<file path="src/hdl/iprc_defines.svh">
// Offsets, field positions, reset values and counts of the priority controller
`ifndef IPRC_DEFINES_SVH
`define IPRC_DEFINES_SVH

// ----------------------------------------------------------------
// Device register indices (word registers, 7-bit local address)
// ----------------------------------------------------------------
`define IPRC_REG_FLAG 7'h00
`define IPRC_REG_ENABLE 7'h01
`define IPRC_REG_PRIO14 7'h02
`define IPRC_REG_PRIO15 7'h03
`define IPRC_REG_PRIO16 7'h04
`define IPRC_REG_PRIO17 7'h05
`define IPRC_REG_STATUS 7'h06
`define IPRC_REG_CTRL1 7'h07

// ----------------------------------------------------------------
// Device field positions and reset values
// ----------------------------------------------------------------
`define IPRC_NUM_SRC 8
`define IPRC_NUM_TRAP 4
`define IPRC_PRIO_RESET 3'h4
`define IPRC_PRIO_TOP 3'h7
`define IPRC_PRIO_OFF 3'h0
`define IPRC_STAT_LVL_POS 8
`define IPRC_NEST_DIS_POS 15
`define IPRC_TRAP_LVL_BASE 4'h8
`define IPRC_USER_VEC_BASE 7'h04

// ----------------------------------------------------------------
// Controller register indices (8-bit software address)
// ----------------------------------------------------------------
`define IPRC_H_SLB 8'h00
`define IPRC_H_CMD 8'h01
`define IPRC_H_DISABLE 8'h02
`define IPRC_H_PC 8'h03
`define IPRC_H_STAT 8'h04
`define IPRC_H_MASK 8'h05
`define IPRC_H_TAKEN 8'h06
`define IPRC_H_DEPTH 8'h07
`define IPRC_H_DEV_BIT 7

// ----------------------------------------------------------------
// Controller fields
// ----------------------------------------------------------------
`define IPRC_STACK_DEPTH 3'h4
`define IPRC_CMD_RETURN_POS 0
`define IPRC_EV_TAKEN 0
`define IPRC_EV_RETURN 1
`define IPRC_EV_REFUSED 2
`define IPRC_SLB_LVL_LSB 1

`endif

</file>
<file path="src/hdl/iprc_pkg.sv">
// Types shared by both ends of the priority controller
package iprc_pkg;

  typedef logic [2:0] iprc_prio_t;

  // Device state
  typedef struct packed {
    logic [7:0] flag;
    logic [7:0] enable;
    iprc_prio_t [7:0] prio;
    logic nest_dis;
    logic [3:0] trap_flag;
    logic irq;
    logic [3:0] lvl;
    logic [6:0] vec;
    logic [15:0] rdata;
  } iprc_dev_state_t;

  // One saved context
  typedef struct packed {
    logic [15:0] pc;
    logic [7:0] slb;
    logic [3:0] level;
  } iprc_frame_t;

  // Controller state
  typedef struct packed {
    iprc_frame_t [3:0] stack;
    logic [2:0] depth;
    logic [15:0] pc;
    logic [7:0] slb;
    logic [3:0] level;
    logic [15:0] dis_cnt;
    logic [2:0] stat;
    logic [2:0] mask;
    logic [15:0] rdata;
    logic fwd_rd;
    logic ack;
    logic [6:0] taken_vec;
    logic [3:0] taken_lvl;
  } iprc_cpu_state_t;

endpackage

</file>
<file path="src/hdl/iprc_link_if.sv">
// Link between the priority controller and the processor-side end
`timescale 1ns/100ps
interface iprc_link_if;
  logic [6:0] reg_addr;
  logic [15:0] reg_wdata;
  logic reg_wr;
  logic reg_rd;
  logic [15:0] reg_rdata;
  logic irq_req;
  logic [3:0] irq_level;
  logic [6:0] irq_vector;
  logic [3:0] cpu_level;
  logic in_service;
  logic dis_active;
  logic take;

  modport dev (
    input reg_addr, reg_wdata, reg_wr, reg_rd, cpu_level, in_service, dis_active, take,
    output reg_rdata, irq_req, irq_level, irq_vector
  );

  modport cpu (
    output reg_addr, reg_wdata, reg_wr, reg_rd, cpu_level, in_service, dis_active, take,
    input reg_rdata, irq_req, irq_level, irq_vector
  );
endinterface

</file>
<file path="src/hdl/iprc_cpu.sv">
// Processor-side end: takes requests, stacks context, returns, timed disable
`timescale 1ns/100ps
`include "iprc_defines.svh"
module iprc_cpu (
  // Clock, reset, enable
  input wire logic core_clk,
  input wire logic rstn,
  input wire logic ce,
  // Link to the priority controller
  iprc_link_if.cpu link,
  // Software register port
  input wire logic [7:0] sw_addr,
  input wire logic [15:0] sw_wdata,
  input wire logic sw_wr,
  input wire logic sw_rd,
  output logic [15:0] sw_rdata,
  // Interrupt to software
  output logic host_irq
);

  iprc_pkg::iprc_cpu_state_t st_reg;
  iprc_pkg::iprc_cpu_state_t st_next;

  logic to_dev;
  logic local_wr;
  logic do_return;
  logic pop_ok;
  logic do_take;
  logic want_take;
  logic [15:0] rd_word;
  logic [2:0] ev;

  // ----------------------------------------------------------------
  // Decode
  // ----------------------------------------------------------------

  // Upper half of the address space is passed through to the controller
  assign to_dev = sw_addr[`IPRC_H_DEV_BIT];
  assign local_wr = sw_wr && !to_dev;
  assign do_return = local_wr && (sw_addr == `IPRC_H_CMD) && sw_wdata[`IPRC_CMD_RETURN_POS];
  // Own level compare guards against a request still showing the old level
  assign want_take = link.irq_req && (link.irq_level > st_reg.level);
  // A return that pops goes first and the take follows a cycle later;
  // a refused return on an empty stack must not hold a request off
  assign pop_ok = do_return && (st_reg.depth != 3'h0);
  assign do_take = want_take && !pop_ok && (st_reg.depth < `IPRC_STACK_DEPTH);

  // ----------------------------------------------------------------
  // Read word
  // ----------------------------------------------------------------
  always_comb begin
    rd_word = 16'h0000;
    case (sw_addr)
      `IPRC_H_SLB: rd_word[7:0] = st_reg.slb;
      `IPRC_H_DISABLE: rd_word = st_reg.dis_cnt;
      `IPRC_H_PC: rd_word = st_reg.pc;
      `IPRC_H_STAT: rd_word[2:0] = st_reg.stat;
      `IPRC_H_MASK: rd_word[2:0] = st_reg.mask;
      `IPRC_H_TAKEN: rd_word = {4'h0, st_reg.taken_lvl, 1'b0, st_reg.taken_vec};
      `IPRC_H_DEPTH: rd_word = {9'h000, st_reg.level, st_reg.depth};
      default: rd_word = 16'h0000;
    endcase
  end

  // ----------------------------------------------------------------
  // Next state
  // ----------------------------------------------------------------
  always_comb begin
    st_next = st_reg;
    ev = 3'h0;
    st_next.ack = 1'b0;
    if (local_wr) begin
      case (sw_addr)
        `IPRC_H_SLB: begin
          st_next.slb = sw_wdata[7:0];
          // Or-ing 0x0E raises the level to 7 and holds off all user sources
          st_next.level = {1'b0, sw_wdata[`IPRC_SLB_LVL_LSB +: 3]};
        end
        `IPRC_H_DISABLE: st_next.dis_cnt = sw_wdata;
        `IPRC_H_PC: st_next.pc = sw_wdata;
        `IPRC_H_MASK: st_next.mask = sw_wdata[2:0];
        default: st_next.dis_cnt = st_reg.dis_cnt;
      endcase
    end else if (st_reg.dis_cnt != 16'h0000) begin
      st_next.dis_cnt = st_reg.dis_cnt - 16'h0001;
    end
    if (do_return && !pop_ok) begin
      ev[`IPRC_EV_REFUSED] = 1'b1;
    end
    if (pop_ok) begin
      // Restore the context saved at entry
      st_next.pc = st_reg.stack[st_reg.depth[1:0] - 2'h1].pc;
      st_next.slb = st_reg.stack[st_reg.depth[1:0] - 2'h1].slb;
      st_next.level = st_reg.stack[st_reg.depth[1:0] - 2'h1].level;
      st_next.depth = st_reg.depth - 3'h1;
      ev[`IPRC_EV_RETURN] = 1'b1;
    end else if (do_take) begin
      st_next.stack[st_reg.depth[1:0]] = {st_reg.pc, st_reg.slb, st_reg.level};
      st_next.depth = st_reg.depth + 3'h1;
      st_next.level = link.irq_level;
      st_next.slb[`IPRC_SLB_LVL_LSB +: 3] = link.irq_level[2:0];
      st_next.pc = {9'h000, link.irq_vector};
      st_next.taken_vec = link.irq_vector;
      st_next.taken_lvl = link.irq_level;
      st_next.ack = 1'b1;
      ev[`IPRC_EV_TAKEN] = 1'b1;
    end else if (want_take) begin
      ev[`IPRC_EV_REFUSED] = 1'b1;
    end
    // Read clears, a new event in the same cycle still sets
    if (sw_rd && (sw_addr == `IPRC_H_STAT)) begin
      st_next.stat = ev;
    end else begin
      st_next.stat = st_reg.stat | ev;
    end
    st_next.fwd_rd = sw_rd && to_dev;
    st_next.rdata = (sw_rd && !to_dev) ? rd_word : 16'h0000;
  end

  // ----------------------------------------------------------------
  // State register
  // ----------------------------------------------------------------
  always_ff @(posedge core_clk or negedge rstn) begin
    if (!rstn) begin
      st_reg <= '0;
    end else if (ce) begin
      st_reg <= st_next;
    end
  end

  // ----------------------------------------------------------------
  // Outputs
  // ----------------------------------------------------------------

  // Pass-through strobes are combinational so the controller answers in one cycle
  assign link.reg_addr = sw_addr[6:0];
  assign link.reg_wdata = sw_wdata;
  assign link.reg_wr = sw_wr && to_dev;
  assign link.reg_rd = sw_rd && to_dev;
  assign link.cpu_level = st_reg.level;
  assign link.in_service = st_reg.depth != 3'h0;
  assign link.dis_active = st_reg.dis_cnt != 16'h0000;
  assign link.take = st_reg.ack;
  assign sw_rdata = st_reg.fwd_rd ? link.reg_rdata : st_reg.rdata;
  assign host_irq = |(st_reg.stat & st_reg.mask);

endmodule

</file>
<file path="src/flat_wrapper.sv">
// flat-port wrapper written by rule: the top's interface ports become plain ports
module iprc_cpu_flat 
  (core_clk, rstn, ce, sw_addr, sw_wdata, sw_wr, sw_rd, sw_rdata, host_irq, link_reg_addr, link_reg_wdata, link_reg_wr, link_reg_rd, link_cpu_level, link_in_service, link_dis_active, link_take, link_reg_rdata, link_irq_req, link_irq_level, link_irq_vector);
  iprc_link_if link_i ();
  input wire logic core_clk;
  input wire logic rstn;
  input wire logic ce;
  input wire logic [7:0] sw_addr;
  input wire logic [15:0] sw_wdata;
  input wire logic sw_wr;
  input wire logic sw_rd;
  output logic [15:0] sw_rdata;
  output logic host_irq;
  output wire logic [$bits(link_i.reg_addr)-1:0] link_reg_addr;
  output wire logic [$bits(link_i.reg_wdata)-1:0] link_reg_wdata;
  output wire logic [$bits(link_i.reg_wr)-1:0] link_reg_wr;
  output wire logic [$bits(link_i.reg_rd)-1:0] link_reg_rd;
  output wire logic [$bits(link_i.cpu_level)-1:0] link_cpu_level;
  output wire logic [$bits(link_i.in_service)-1:0] link_in_service;
  output wire logic [$bits(link_i.dis_active)-1:0] link_dis_active;
  output wire logic [$bits(link_i.take)-1:0] link_take;
  input wire logic [$bits(link_i.reg_rdata)-1:0] link_reg_rdata;
  input wire logic [$bits(link_i.irq_req)-1:0] link_irq_req;
  input wire logic [$bits(link_i.irq_level)-1:0] link_irq_level;
  input wire logic [$bits(link_i.irq_vector)-1:0] link_irq_vector;
  assign link_reg_addr = link_i.reg_addr;
  assign link_reg_wdata = link_i.reg_wdata;
  assign link_reg_wr = link_i.reg_wr;
  assign link_reg_rd = link_i.reg_rd;
  assign link_cpu_level = link_i.cpu_level;
  assign link_in_service = link_i.in_service;
  assign link_dis_active = link_i.dis_active;
  assign link_take = link_i.take;
  assign link_i.reg_rdata = link_reg_rdata;
  assign link_i.irq_req = link_irq_req;
  assign link_i.irq_level = link_irq_level;
  assign link_i.irq_vector = link_irq_vector;
  iprc_cpu u_core (.core_clk(core_clk), .rstn(rstn), .ce(ce), .link(link_i), .sw_addr(sw_addr), .sw_wdata(sw_wdata), .sw_wr(sw_wr), .sw_rd(sw_rd), .sw_rdata(sw_rdata), .host_irq(host_irq));
endmodule
</file>
<file path="config.mk">
export PLATFORM = sky130hd
export DESIGN_NAME = iprc_cpu_flat
export DESIGN_NICKNAME = d
export VERILOG_FILES = /design/src/hdl/iprc_pkg.sv /design/src/hdl/iprc_link_if.sv /design/src/hdl/iprc_cpu.sv /design/src/flat_wrapper.sv
export VERILOG_INCLUDE_DIRS = /design/src /design/src/hdl
export SDC_FILE = /design/constraint.sdc
export NUM_CORES = 1
export LEC_CHECK = 0
export ABC_AREA = 1
export CAP_MARGIN = 25
export CORE_MARGIN = 3
export CORE_UTILIZATION = 34
export CTS_CLUSTER_SIZE = 24
export DETAILED_ROUTE_END_ITERATION = 6
export DONT_BUFFER_PORTS = 1
export PLACE_DENSITY = 0.46
export SYNTH_ARGS = -nofsm -noshare
export SYNTH_HDL_FRONTEND = slang
export SYNTH_SLANG_ARGS = --single-unit
</file>
<file path="constraint.sdc">
create_clock -name core_clk -period 5.4 [get_ports core_clk]
set_input_delay 1.08 -clock core_clk [delete_from_list [all_inputs] [get_ports core_clk]]
set_output_delay 1.08 -clock core_clk [all_outputs]
set_load 0.005 [all_outputs]
</file>
Word-level counts from Yosys, hierarchy flattened. Cells that the tools add are included. W data, S select, Z words.

$add $sub $neg: 4. Order comparisons: 5. Equal/unequal tests: 8. Mux-type cells: 34. Bitwise logic cells: 3. Reduce and logical (&&, ||, !) cells: 33.

Operator list (number): $bwmux W112 (1); $mux W16 (6); $mux W28 (3); $bmux W28 S2 (1); $demux W28 S2 (1); $mux W19 (2); $mux W12 (3); $eq A8 B3 Y1 const B (4); $pmux W5 S5 (1); $pmux W8 S3 (1); $pmux W3 S7 (1); $reduce_and A3 Y1 (6); $eq A8 B2 Y1 const B (2); $reduce_bool A16 Y1 (1); $sub A16 B1 Y16 const B (1); $logic_and A1 B1 Y1 (13); $mux W4 (3); $reduce_bool A3 Y1 (4); $mux W3 (3); $eq A8 B1 Y1 const B (1); $logic_not A8 Y1 (1); $mux W1 (8); $reduce_bool A2 Y1 (4); $lt A2 B3 Y1 const B (2); 13 further kinds (14).

Register bits: 194. Bits of input ports: 57. Output and inout bits: 49. Word-level logic and storage cells: 112.

Longest topological paths before layout.
Depth in word-level cells: 13. Gate-level depth with buffers: 16. Gate-level depth less buffers: 13.

Worst setup path before layout. OpenSTA, ideal clock, no wires.

Path kind: input -> register. From: in link_irq_level[3]. To: reg u_core.st_reg[67] in the netlist's numbering. Arrival time: 2606 ps. Data required time: 5335 ps. Path slack: 2729 ps. Stages: 13. Path buffers: 3. Cells stage by stage: ha_1 > nand2_1 > inv_1 > nand2_1 > nand2_1 > nand3_2 > buf_2 > nand2_1 > buf_2 > a21boi_2 > buf_4 > nand2_1 > nand2_1.

Cells in the longest elaborated chain, start to end: 6. Elaborated cells on any way between the ends: 9. Those cells by class: order compare (1); mux (2); reduce/logical (6).

Ends and longest elaborated chain: from (decl) (line flat_wrapper.sv:24) `input wire logic [$bits(link_i.irq_level)-1:0] link_irq_level;`; $gt A4 B4 Y1 (*) (line iprc_cpu.sv:42) `assign want_take = link.irq_req && (link.irq_level > st_reg.level);`; $logic_and A1 B1 Y1 (*) (line iprc_cpu.sv:42); $logic_and A1 B1 Y1 (*) (2 in series) (line iprc_cpu.sv:46) `` assign do_take = want_take && !pop_ok && (st_reg.depth < `IPRC_STACK_DEPTH); ``; $reduce_bool A3 Y1 (no line) or $mux W19 (tied branches); $reduce_and A3 Y1 (no line) or $mux W19 (tied branches); to (signal assigned) (line iprc_cpu.sv:127) `st_reg <= st_next;`; to (decl) (line iprc_cpu.sv:21) `iprc_pkg::iprc_cpu_state_t st_reg;`.

Mark *: on every way between the ends. The rest lies on a longest branch, timed or not. The select of a mux whose other input is x is not followed. A chain may end at the register's enable or synchronous reset.

Worst setup path after layout.
From: reg u_core.st_reg (netlist bit u_core.link.cpu_level[3]). To: reg u_core.st_reg[140] in the netlist's numbering.

Cells in the longest elaborated chain, start to end: 5.

Ends and longest elaborated chain (line): $gt A4 B4 Y1 (iprc_cpu.sv:42); $logic_and A1 B1 Y1 (iprc_cpu.sv:42); $logic_and A1 B1 Y1 (2 in series) (iprc_cpu.sv:46); $reduce_and A3 Y1 (no line).

No other way between the ends.

==> flow_metrics.py <==
metrics = {
    "sta": {
        "max-slew-margin-rel": 0.339,
        "tightest_slew_ns": 0.989,
        "tns_ns": 0,
        "setup_ws_ns": 1.72,
        "period_needed_ns": 3.68,
        "hold_slack_ns": 0.344,
        "fin_worst_skew_ns": 0.0112,
        "rsz0062_at_grt": "false",
        "max_freq_mhz": 272,
        "finalCritPeriodShare": 0.681,
        "finalHoldViolCount": 0,
        "drv_slew": 0,
        "setup_violations": 0,
    },
    "pwr": {
        "power.density_mw_per_mm2": 493,
        "max-vdd-ir-drop_uv": 348,
        "p_total_mw": 5.44,
        "p_leak_nw": 5.42,
    },
    "synth": {
        "synth_area_leader_cell": "dfrtp_1",
        "synth_edf_count": 0,
        "synthXorXnorAreaFrac": 0.00423,
        "syn_area_sq_mm": 0.0104,
        "ys_ff_latch": 194,
        "avgSynthCellArea_sq_um": 7.41,
        "synth_flop_cell": "dfrtp_1",
        "netlist_top_cells_count": "nand2_1 (436), o21ai_0 (264), dfrtp_1 (194)",
        "synth_compound_area_frac": 0.177,
        "yosys_warnings": 0,
        "syn_nets": 1466,
        "ys_async_sr_fraction": 1.00,
        "synth_top_area_share": 0.468,
        "synth_area_leaders": "dfrtp_1 (47%), nand2_1 (16%), o21ai_0 (13%)",
        "yosysMostFrequentCell": "nand2_1",
        "synth-simple-area-share": 0.234,
        "synth_fa_ha_area_frac": 0.0121,
        "synthMuxAreaShare": 0,
        "synth_top_family_by_area": "simple AND/OR/NAND/NOR gates",
        "syn_inst": 1399,
        "yosysSeqAreaShare": 0.468,
        "ys_types": 37,
    },
    "global_routing": {
        "grt_start_max_net_pins": 195,
        "grt_pass1_vias": 8486,
        "grtUsageMet1": 0.281,
        "met2_usage": 0.311,
        "busiest_layer": "met2",
        "track_usage": 0.198,
        "grt_pass1_wl_mm": 50.9,
        "grt_antenna_before_repair": 0,
        "use_met3": 0.0402,
        "gr-total-overflow": 0,
    },
    "floorplan": {
        "initial_core_util": 0.347,
        "die_x_um": 181,
        "io_pins": 106,
        "die_h_um": 181,
        "dieArea_sq_mm": 0.0326,
        "rows": 63,
        "core_sq_mm": 0.0299,
    },
    "placed_design": {
        "gp_congestion": 0.835,
        "hpwl_mm": 21.4,
        "dp.cells": 1701,
        "dp_slack_ns": 1.37,
        "io_buffers": 0,
    },
    "route": {
        "vias": 8778,
        "drt_wl_total_mm": 32.5,
        "ant_nets": 0,
        "avgRoutedWirePerCell_um": 18.7,
        "drc": 0,
        "drtIter0Drc": 626,
        "via_per_inst": 5.06,
        "dr.pass1.iters": 5,
    },
    "cts": {
        "clock_latency_ns": 0.44,
        "clock_tree.root_cell": "clkbuf_16",
        "cts_made_buffers": 17,
        "clkSinkCount": 194,
        "htree_levels": 4,
        "holdBufCountCts": 0,
        "cts_resized": 0,
        "tritoncts": "built",
        "cts_buffer_depth": 2,
        "clk_pin_slew_worst_paths_ns": 0.08,
        "post_cts_buffers": 0,
    },
    "outcome": {
        "status": "finished clean",
    },
    "setup_path": {
        "r2r_start": "u_core.link.cpu_level[3]",
        "critPathMaxFanout": 41,
        "worstPathRequired_ns": 5.75,
        "critPathKind": "reg2reg",
        "crit_arrival_ns": 4.03,
        "startpoint": "u_core.link.cpu_level[3]",
        "cp-start-kind": "flop",
        "end_kind": "flop",
    },
    "flow_run": {
        "maxCapViolCount": 0,
    },
    "cells_and_area": {
        "areaGrowthSynthToFinish_pct": 6.44,
        "drive_gt1_frac": 0.0469,
        "finalNonFillerCells": 1735,
        "largest_register_ffs": 189,
        "fin_nets": 1398,
    },
    "min_path": {
        "hold_class": "in2async",
    },
}
-- cell usage in the layout (no fill, tap or decap), drive strengths merged, types with 4 or more instances in the layout --
master	Yosys	layout
a21oi	66	66
buf	59	11
clkbuf	39	20
clkinv	1	5
dfrtp	194	194
ha	10	10
inv	142	147
nand2	439	439
nand3	60	60
nand4	6	6
nor2	72	72
nor3	12	12
o211ai	4	4
o21ai	268	268
o221ai	5	5
o22ai	11	11
xor2	4	4
-- per-stage QoR --
stage	util	area [sq um]
finish	0.369	11000
floorplan	-	10400
global route	0.369	11000
global placement	0.348	10400
detailed placement	0.348	10400
CTS	0.368	11000
-- kinds of logic after synthesis --
kind of cell	count (synthesis)
buffers and inverters	241
AO/OA/AOI/OAI	357
AND/OR/NAND/NOR	592
adder cells (fa/ha/maj)	10
XOR/XNOR	5
flip-flops	194
-- path summary, 6_finish.rpt --
path / end / slack (ns) / depth (start not counted)
min in group core_clk: u_core.st_reg[29] / 0.49 / 2
setup reg to reg: u_core.st_reg[140] / 1.72 / 12
hold / removal: u_core.st_reg[146] / 0.34 / 0
max in group asynchronous: u_core.st_reg[163] / 4.83 / 0
setup / recovery: u_core.st_reg[140] / 1.72 / 12
hold reg to reg: u_core.st_reg[29] / 0.49 / 2
-- layout make-up --
type | count | area, sq um
Fill cell | 3138 | 18800
Clock inverter | 12 | 143
Clock buffer | 20 | 467
Timing Repair Buffer | 11 | 103
Antenna cell | 1 | 2.50
Sequential cell | 194 | 4860
Inverter | 143 | 537
Multi-Input combinational cell | 964 | 4440
Tap cell | 390 | 488
-- worst max-delay path, cell delays in order (launching register included) --
cell	delay, ns
dfrtp_1	0.59
inv_1	0.12
ha_1	0.30
nand2_1	0.11
nor2_1	0.06
nor2_1	0.10
nand3_2	0.26
nor2_4	0.41
nand2_4	0.35
nor2_4	0.76
buf_4	0.33
nand2_1	0.06
o21ai_0	0.09
-- power by group --
part / internal [mW] / switching, mW
combinational: 0.558 / 1.24
sequential: 1.91 / 0.383
clock: 0.731 / 0.611
-- metal layers --
| metal | vias to the layer above | part of all wire | wire length [um] |
|---|---|---|---|
| li1 | 4344 | - | - |
| met1 | 4217 | 0.47 | 15400 |
| met2 | 183 | 0.46 | 14900 |
| met3 | 34 | 0.047 | 1520 |
| met4 | 0 | 0.020 | 649 |
| met5 | - | 0 | 0 |
(Power assumes the default switching activity.)
